**src/design/slpc_pkg.sv**
```systemverilog
// Package for the serial line power controller: register map, fields, modes and timing.
// Assumes a 20 MHz pclk and a 32-bit APB register bus.
`default_nettype none
package slpc_pkg;
  // Register byte offsets
  localparam logic [7:0] CTRL_OFS   = 8'h00;
  localparam logic [7:0] TXDATA_OFS = 8'h04;
  localparam logic [7:0] STATUS_OFS = 8'h08;
  localparam int         ADDR_LSB   = 2;

  // CTRL fields
  localparam int MODE_LSB  = 0;
  localparam int MODE_W    = 3;
  localparam int WAKE_BIT  = 4;
  // STATUS fields
  localparam int RX_LSB    = 0;
  localparam int DET_BIT   = 3;
  localparam int WBUSY_BIT = 4;
  localparam int FON_BIT   = 5;
  localparam int FOFF_BIT  = 6;
  localparam int IDLE_BIT  = 7;

  localparam int CHANNELS = 3;

  typedef enum logic [2:0] {
    MODE_FORCED_OFF  = 3'h0,
    MODE_FORCED_ON   = 3'h1,
    MODE_AUTO        = 3'h2,
    MODE_DETECT_ON   = 3'h3,
    MODE_DETECT_BOTH = 3'h4
  } slpc_mode_e;

  localparam slpc_mode_e MODE_RESET = MODE_FORCED_OFF;

  // Timing
  localparam longint CLK_HZ      = 20000000;
  localparam longint WAKE_MS     = 100;
  localparam longint IDLE_S      = 30;
  localparam int     WAKE_CYCLES = int'(WAKE_MS * CLK_HZ / 1000);
  localparam int     IDLE_CYCLES = int'(IDLE_S * CLK_HZ);
  localparam int     CNT_W       = 32;
endpackage : slpc_pkg
`default_nettype wire

```
**src/design/slpc_ctrl.sv**
```systemverilog
// Host-side power controller for a three-channel line transceiver, with APB registers.
// Assumes the transceiver pins are wired directly; detect and receiver outputs are asynchronous.
`default_nettype none
module slpc_ctrl #(
  parameter int WAKE_CYCLES = slpc_pkg::WAKE_CYCLES,
  parameter int IDLE_CYCLES = slpc_pkg::IDLE_CYCLES
) (
  input  wire logic        pclk,
  input  wire logic        presetn,
  input  wire logic        psel,
  input  wire logic        penable,
  input  wire logic        pwrite,
  input  wire logic [7:0]  paddr,
  input  wire logic [31:0] pwdata,
  output logic      [31:0] prdata,
  output logic             pready,
  output logic             pslverr,
  output logic             force_active_input,
  output logic             force_shutdown_input,
  output logic             tx_logic_in_1,
  output logic             tx_logic_in_2,
  output logic             tx_logic_in_3,
  input  wire logic        rx_logic_out_1,
  input  wire logic        rx_logic_out_2,
  input  wire logic        rx_logic_out_3,
  input  wire logic        signal_detect
);
  localparam int CH = slpc_pkg::CHANNELS;

  logic [CH:0]   sync_q;
  logic [CH-1:0] rx_s;
  logic          det_s;

  slpc_sync #(.W(CH + 1)) u_sync (
    .pclk    (pclk),
    .presetn (presetn),
    .d       ({signal_detect, rx_logic_out_3, rx_logic_out_2, rx_logic_out_1}),
    .q       (sync_q)
  );
  assign rx_s  = sync_q[CH-1:0];
  assign det_s = sync_q[CH];

  function automatic logic addr_is(input logic [7:0] a, input logic [7:0] ofs);
    return a[7:slpc_pkg::ADDR_LSB] == ofs[7:slpc_pkg::ADDR_LSB];
  endfunction : addr_is

  // APB slave: zero wait states
  logic access;
  logic mapped;
  logic wr_ctrl;
  logic wr_tx;

  assign access  = psel && penable;
  assign mapped  = addr_is(paddr, slpc_pkg::CTRL_OFS) || addr_is(paddr, slpc_pkg::TXDATA_OFS)
                   || addr_is(paddr, slpc_pkg::STATUS_OFS);
  assign pready  = 1'b1;
  assign pslverr = access && !mapped;
  assign wr_ctrl = access && pwrite && addr_is(paddr, slpc_pkg::CTRL_OFS);
  assign wr_tx   = access && pwrite && addr_is(paddr, slpc_pkg::TXDATA_OFS);

  slpc_pkg::slpc_mode_e mode_reg, mode_next;
  logic [CH-1:0]        tx_reg, tx_next;
  logic [31:0]          wake_cnt_reg, wake_cnt_next;
  logic [31:0]          idle_cnt_reg, idle_cnt_next;
  logic                 idle_reg, idle_next;
  logic [CH-1:0]        rx_prev_reg, rx_prev_next;
  logic                 fon_next, foff_next;
  logic                 wake_busy;
  logic                 line_edge;

  assign wake_busy = wake_cnt_reg != '0;
  assign line_edge = (rx_s != rx_prev_reg) || wr_tx && (pwdata[CH-1:0] != tx_reg);

  always_comb begin
    mode_next     = mode_reg;
    tx_next       = tx_reg;
    wake_cnt_next = wake_cnt_reg;
    if (wr_ctrl) begin
      case (pwdata[slpc_pkg::MODE_LSB +: slpc_pkg::MODE_W])
        slpc_pkg::MODE_FORCED_OFF:  mode_next = slpc_pkg::MODE_FORCED_OFF;
        slpc_pkg::MODE_FORCED_ON:   mode_next = slpc_pkg::MODE_FORCED_ON;
        slpc_pkg::MODE_AUTO:        mode_next = slpc_pkg::MODE_AUTO;
        slpc_pkg::MODE_DETECT_ON:   mode_next = slpc_pkg::MODE_DETECT_ON;
        slpc_pkg::MODE_DETECT_BOTH: mode_next = slpc_pkg::MODE_DETECT_BOTH;
        // Unknown codes keep the mode so a stray write cannot wake the line
        default:                    mode_next = mode_reg;
      endcase
    end
    if (wr_tx) begin
      tx_next = pwdata[CH-1:0];
    end
    if (wr_ctrl && pwdata[slpc_pkg::WAKE_BIT]) begin
      wake_cnt_next = WAKE_CYCLES;
    end else if (wake_busy) begin
      wake_cnt_next = wake_cnt_reg - 32'h1;
    end
  end

  always_comb begin
    rx_prev_next = rx_s;
    if (line_edge) begin
      idle_cnt_next = '0;
      idle_next     = 1'b0;
    end else if (idle_cnt_reg >= IDLE_CYCLES - 1) begin
      idle_cnt_next = idle_cnt_reg;
      idle_next     = 1'b1;
    end else begin
      idle_cnt_next = idle_cnt_reg + 32'h1;
      idle_next     = idle_reg;
    end
  end

  // Force pin decode; the wake burst never lifts a forced-off mode
  always_comb begin
    case (mode_reg)
      slpc_pkg::MODE_FORCED_OFF: begin
        fon_next  = 1'b0;
        foff_next = 1'b0;
      end
      slpc_pkg::MODE_FORCED_ON: begin
        fon_next  = 1'b1;
        foff_next = 1'b1;
      end
      slpc_pkg::MODE_AUTO: begin
        fon_next  = wake_busy;
        foff_next = 1'b1;
      end
      slpc_pkg::MODE_DETECT_ON: begin
        fon_next  = det_s || wake_busy;
        foff_next = 1'b1;
      end
      slpc_pkg::MODE_DETECT_BOTH: begin
        fon_next  = det_s || wake_busy;
        foff_next = det_s || wake_busy;
      end
      default: begin
        fon_next  = 1'b0;
        foff_next = 1'b0;
      end
    endcase
  end

  always_ff @(posedge pclk or negedge presetn) begin
    if (!presetn) begin
      mode_reg             <= slpc_pkg::MODE_RESET;
      tx_reg               <= '0;
      wake_cnt_reg         <= '0;
      idle_cnt_reg         <= '0;
      idle_reg             <= 1'b0;
      rx_prev_reg          <= '0;
      force_active_input   <= 1'b0;
      force_shutdown_input <= 1'b0;
    end else begin
      mode_reg             <= mode_next;
      tx_reg               <= tx_next;
      wake_cnt_reg         <= wake_cnt_next;
      idle_cnt_reg         <= idle_cnt_next;
      idle_reg             <= idle_next;
      rx_prev_reg          <= rx_prev_next;
      force_active_input   <= fon_next;
      force_shutdown_input <= foff_next;
    end
  end

  assign tx_logic_in_1 = tx_reg[0];
  assign tx_logic_in_2 = tx_reg[1];
  assign tx_logic_in_3 = tx_reg[2];

  always_comb begin
    prdata = '0;
    if (access && !pwrite) begin
      if (addr_is(paddr, slpc_pkg::CTRL_OFS)) begin
        prdata[slpc_pkg::MODE_LSB +: slpc_pkg::MODE_W] = mode_reg;
      end else if (addr_is(paddr, slpc_pkg::TXDATA_OFS)) begin
        prdata[CH-1:0] = tx_reg;
      end else if (addr_is(paddr, slpc_pkg::STATUS_OFS)) begin
        prdata[slpc_pkg::RX_LSB +: CH]  = rx_s;
        prdata[slpc_pkg::DET_BIT]   = det_s;
        prdata[slpc_pkg::WBUSY_BIT] = wake_busy;
        prdata[slpc_pkg::FON_BIT]   = force_active_input;
        prdata[slpc_pkg::FOFF_BIT]  = force_shutdown_input;
        prdata[slpc_pkg::IDLE_BIT]  = idle_reg;
      end
    end
  end

  // Assertions
  a_off_holds_low: assert property (@(posedge pclk) disable iff (!presetn)
    (mode_reg == slpc_pkg::MODE_FORCED_OFF) |=> !force_shutdown_input && !force_active_input)
    else $error("forced-off mode did not drive both force pins low");

  a_detect_ties_on: assert property (@(posedge pclk) disable iff (!presetn)
    (mode_reg == slpc_pkg::MODE_DETECT_ON && !wake_busy)
    |=> force_active_input == $past(det_s) && force_shutdown_input)
    else $error("force-on did not follow detect");

  a_detect_ties_both: assert property (@(posedge pclk) disable iff (!presetn)
    (mode_reg == slpc_pkg::MODE_DETECT_BOTH && !wake_busy)
    |=> force_active_input == $past(det_s) && force_shutdown_input == $past(det_s))
    else $error("force pins did not both follow detect");

  a_wake_burst_on: assert property (@(posedge pclk) disable iff (!presetn)
    (wake_busy && mode_reg == slpc_pkg::MODE_AUTO) |=> force_active_input && force_shutdown_input)
    else $error("wake burst did not force transmitters on");

  a_wake_start_len: assert property (@(posedge pclk) disable iff (!presetn)
    (wr_ctrl && pwdata[slpc_pkg::WAKE_BIT]) |=> wake_cnt_reg == WAKE_CYCLES)
    else $error("wake burst length wrong");

  a_tx_follows_write: assert property (@(posedge pclk) disable iff (!presetn)
    wr_tx |=> {tx_logic_in_3, tx_logic_in_2, tx_logic_in_1} == $past(pwdata[CH-1:0]))
    else $error("transmitter inputs did not take written value");

  a_edge_clears_idle: assert property (@(posedge pclk) disable iff (!presetn)
    line_edge |=> !idle_reg && idle_cnt_reg == '0)
    else $error("line edge did not restart inactivity timer");

  c_wake_in_auto: cover property (@(posedge pclk) disable iff (!presetn)
    mode_reg == slpc_pkg::MODE_AUTO && $rose(wake_busy));
  c_detect_drop: cover property (@(posedge pclk) disable iff (!presetn)
    mode_reg == slpc_pkg::MODE_DETECT_BOTH && $fell(force_shutdown_input));
  c_idle_reached: cover property (@(posedge pclk) disable iff (!presetn) $rose(idle_reg));
  c_bad_address: cover property (@(posedge pclk) disable iff (!presetn) pslverr);
endmodule : slpc_ctrl
`default_nettype wire

```
**src/design/slpc_sync.sv**
```systemverilog
// Two-flop synchroniser for a bus of independent level signals.
// Assumes each bit is a slow level; no multi-bit coherency is given.
`default_nettype none
module slpc_sync #(
  parameter int W = 1
) (
  input  wire logic         pclk,
  input  wire logic         presetn,
  input  wire logic [W-1:0] d,
  output var  logic [W-1:0] q
);
  logic [W-1:0] meta_reg;
  logic [W-1:0] meta_next;
  logic [W-1:0] q_next;

  always_comb begin
    meta_next = d;
    q_next    = meta_reg;
  end

  always_ff @(posedge pclk or negedge presetn) begin
    if (!presetn) begin
      meta_reg <= '0;
      q        <= '0;
    end else begin
      meta_reg <= meta_next;
      q        <= q_next;
    end
  end
endmodule : slpc_sync
`default_nettype wire

```
**config.mk**
```make
export PLATFORM = sky130hd
export DESIGN_NAME = slpc_ctrl
export DESIGN_NICKNAME = d
export VERILOG_FILES = /design/src/design/slpc_pkg.sv /design/src/design/slpc_ctrl.sv /design/src/design/slpc_sync.sv
export SDC_FILE = /design/constraint.sdc
export NUM_CORES = 1
export LEC_CHECK = 0
export BUFFER_PORTS_ARGS = -buffer_cell sky130_fd_sc_hd__buf_2
export CELL_PAD_IN_SITES_DETAIL_PLACEMENT = 1
export CELL_PAD_IN_SITES_GLOBAL_PLACEMENT = 1
export CORE_ASPECT_RATIO = 1.25
export CORE_UTILIZATION = 45
export DETAILED_ROUTE_END_ITERATION = 16
export PLACE_DENSITY_LB_ADDON = 0.08
export SLEW_MARGIN = 20
export SYNTH_ARGS = -nofsm -noshare
export SYNTH_HDL_FRONTEND = slang
export SYNTH_HIERARCHICAL = 1
export SYNTH_SLANG_ARGS = --single-unit
```
**constraint.sdc**
```tcl
create_clock -name pclk -period 7.4 [get_ports pclk]
set_input_delay 0.37 -clock pclk [delete_from_list [all_inputs] [get_ports pclk]]
set_output_delay 0.37 -clock pclk [all_outputs]
set_load 0.05 [all_outputs]
```
==> key figures <==
GRT
  • First-pass GRT wire length: 18,700 um
  • Maximum number of pins on one net before global-route repair: 79
  • Vias in the first global route: 3,752
  • Global Route Usage Sum: 22.2%
  • Total gr overflow: 0
  • Initial antenna violation count: 0

Cells and area
  • Nets: 570
  • Multi-input gate area: 2340 um^2
  • Diodes inserted: 0
  • Reg area: 2100 um^2
  • Synth-to-layout area growth: 10.9%
  • Layout cell share with drive strength beyond 1: 13.7%
  • Filler cell count: 1,168

Clock tree
  • # hold bufs at CTS: 1
  • Clock sinks: 84
  • H-Tree Depth: 3
  • Clock Tree Root: clkbuf_16
  • Post-CTS setup buffer count: 0
  • CTS clock-pin slew for the worst setup and hold paths: 0.06 ns
  • Cts repair resizes: 0
  • Clock tree buffer depth: 2
  • Worst-Skew Late Latency: 0.34 ns
  • Inserted Clock Buffers: 9
  • CTS tree: yes

Placement
  • Port buffer count: 32
  • Placer Congestion: 0.766
  • Hpwl dp: 7680 um

Critical path
  • Worst flop-to-flop path startpoint: wake_cnt_reg[0]$_DFFE_PN0P_
  • Worst r2r path cells: 7
  • RR Endpoint: wake_cnt_reg[15]$_DFFE_PN0P_
  • WP data required: 7.03 ns
  • Kind of critical path: reg2out
  • Crit path max fanout: 19
  • Startpoint Class: flip-flop
  • Crit path DAT: 3.00 ns
  • Reg2reg setup slack: 4.64 ns
  • Crit. End Element: output port

Floorplanning
  • Die Y: 116 um
  • Num ports: 88
  • Row cnt: 41
  • DIE AREA: 10,700 um^2
  • Core ar.: 10,100 um^2
  • Die Span X: 92.9 um
  • Initial Util: 46.3%

Yosys
  • Synth Area in XOR/XNOR: 5.27%
  • Synth warn: 6
  • Sequential fraction of the synthesis area: 45.2%
  • Largest family of logic cells by synthesized area: simple AND/OR/NAND/NOR gates
  • Avg Cell Area, Syn: 9.41 um^2
  • Post-synthesis simple-gate area fraction: 27.4%
  • Prevailing post-synth register cell: dfrtp_1
  • Post-synth top area cell: dfrtp_1
  • Top cell type's share of synthesized area: 45.2%
  • Synth Area in Compound Gates: 13.0%
  • Synth Register Bits: 84
  • EDFF count, synth: 0
  • Area share of fa/ha/maj cells after synthesis: 0.538%
  • Synth top area cells: dfrtp_1, buf_4, a21oi_1
  • Post-Synthesis Cells: 494
  • Post-synth ARST share: 100%
  • Synth unique cells: 58
  • Mux cell area share after synthesis: 1.88%
  • Post-Synthesis Cell Area: 4650 um^2

Pwr
  • Pwr Density: 229 nW/um^2
  • Leakage Power: 2.06 nW
  • Final Power: 1.18 mW
  • Peak supply drop: 0.000120 V

Timing
  • Worst-margin pin slew: 1.05 ns
  • Max Clk Rate: 297 MHz
  • Final setup viols: 0
  • Final min period: 3.37 ns
  • Final slew viol count: 0
  • Setup Skew: 0.00786 ns
  • Tcrit/Tclk final: 45.5%
  • Hold Fails Final Rpt: 0
  • RSZ-0062 raised after global routing: no
  • Slew headroom: 30.1%
  • Fin Setup TNS: 0 ns

Detailed routing
  • Routed via count: 3,746
  • Post-DRT Antenna Nets: 0
  • WL final: 11,300 um
  • Vias per cell: 5.74
  • Starting DRT DRC Count: 186
  • DRC: 0
  • Wire length per cell: 17.3 um
  • First-pass iteration count of the detailed router: 4

Min path
  • Hold Crit Start: rx_logic_out_1
  • Hold path depth: 1
  • WHS Endpoint: u_sync/meta_reg[0]$_DFF_PN0_
  • Hold Crit Class: in2reg

Status
  • Status: completed

Flow run
  • Maxcap violations: 0
cell type report:
type,instances,share of cell area [%]
timing repair buffer,36,4.00
inverter,7,0.509
multi-input combinational,381,45.4
sequential,84,40.7
clock inverter,4,1.07
tap,129,3.13
clock buffer,12,5.17
cells by family after synthesis:
group,after synthesis
AO/OA/AOI/OAI,98
other,2
adder cells (fa/ha/maj),2
multiplexers,8
buffers and inverters,52
XOR/XNOR,28
AND/OR/NAND/NOR,220
flip-flops,84
routing by layer:
layer  global-route usage (%)  part of all wire, %
met1                     28.0                   45
met2                     38.7                   52
met3                     3.35                  1.5
met4                     7.79                  1.5
met5                        0                    0
Yosys cell counts (2+ instances only):
| master | n |
|---|---|
| nor4_1 | 12 |
| and3_1 | 12 |
| a21oi_1 | 34 |
| o31ai_1 | 9 |
| a2bb2oi_1 | 2 |
| nand3_1 | 16 |
| and2_1 | 9 |
| or4_1 | 9 |
| or2_2 | 4 |
| a31oi_1 | 4 |
| and4b_1 | 3 |
| nand4_1 | 24 |
| nor2_1 | 42 |
| conb_1 | 2 |
| inv_1 | 7 |
| o21ai_0 | 31 |
| nand2b_1 | 2 |
| or3_1 | 25 |
| a2111oi_0 | 2 |
| buf_4 | 27 |
| xor2_1 | 13 |
| ha_1 | 2 |
| a22oi_1 | 4 |
| or4_4 | 2 |
| clkbuf_1 | 16 |
| nor2b_1 | 4 |
| and4_1 | 3 |
| mux2i_1 | 2 |
| dfrtp_1 | 84 |
| xnor2_1 | 15 |
| nor4bb_1 | 3 |
| mux2_2 | 6 |
| nand2_1 | 24 |
| nor3_1 | 14 |
| nor3b_1 | 2 |
| nand4b_1 | 2 |
critical path, cell delays in order, from the launching register on:
cell     delay, ns
dfrtp_1       0.42
inv_1         0.07
ha_1          0.22
or4b_1        0.52
nor4_2        0.40
nand4_2       0.50
and2_1        0.32
buf_2         0.21
power by group:
part	internal, mW	switching, mW	total, mW
Sequential	0.495	0.0435	0.538
Combinational	0.0571	0.105	0.162
Clock	0.291	0.192	0.483
Total	0.843	0.341	1.18
worst max path at each step:
stage	startpoint	to	slack, ns	cells after the start
2_1_floorplan	wake_cnt_reg[0]$_DFFE_PN0P_	prdata[4]	4.75	7
3_5_place_dp	wake_cnt_reg[0]$_DFFE_PN0P_	prdata[4]	4.37	7
4_1_cts	wake_cnt_reg[0]$_DFFE_PN0P_	prdata[4]	3.99	7
6_report	wake_cnt_reg[0]$_DFFE_PN0P_	prdata[4]	4.03	7
3_3_place_gp	wake_cnt_reg[0]$_DFFE_PN0P_	prdata[4]	4.42	7
5_1_grt	wake_cnt_reg[0]$_DFFE_PN0P_	prdata[4]	3.84	7
metrics by stage:
step           hold slack (ns)  util (%)  area [um^2]  cells  worst slack (ns)
2_1_floorplan           0.0744         -         4740    517              4.75
3_3_place_gp             0.182      47.8         4800    635              4.42
3_5_place_dp             0.186      47.8         4800    635              4.37
4_1_cts                  0.121      51.1         5130    652              3.99
5_1_grt                  0.126      51.3         5160    653              3.84
6_report                 0.134      51.3         5160    653              4.03
placed cells by master (no fill, tap or decap), types with 4 or more instances in the layout:
| cell | n |
|---|---|
| a21oi_1 | 34 |
| a22oi_1 | 4 |
| and2_1 | 9 |
| and3_1 | 12 |
| buf_2 | 31 |
| clkbuf_16 | 9 |
| conb_1 | 25 |
| dfrtp_1 | 84 |
| inv_1 | 7 |
| mux2_2 | 6 |
| nand2_1 | 24 |
| nand3_1 | 16 |
| nand4_1 | 24 |
| nor2_1 | 42 |
| nor2b_1 | 4 |
| nor3_1 | 13 |
| nor4_1 | 12 |
| o21ai_0 | 31 |
| o31ai_1 | 9 |
| or2_2 | 4 |
| or3_1 | 25 |
| or4_1 | 9 |
| xnor2_1 | 15 |
| xor2_1 | 13 |
(Power assumes the default switching activity.)
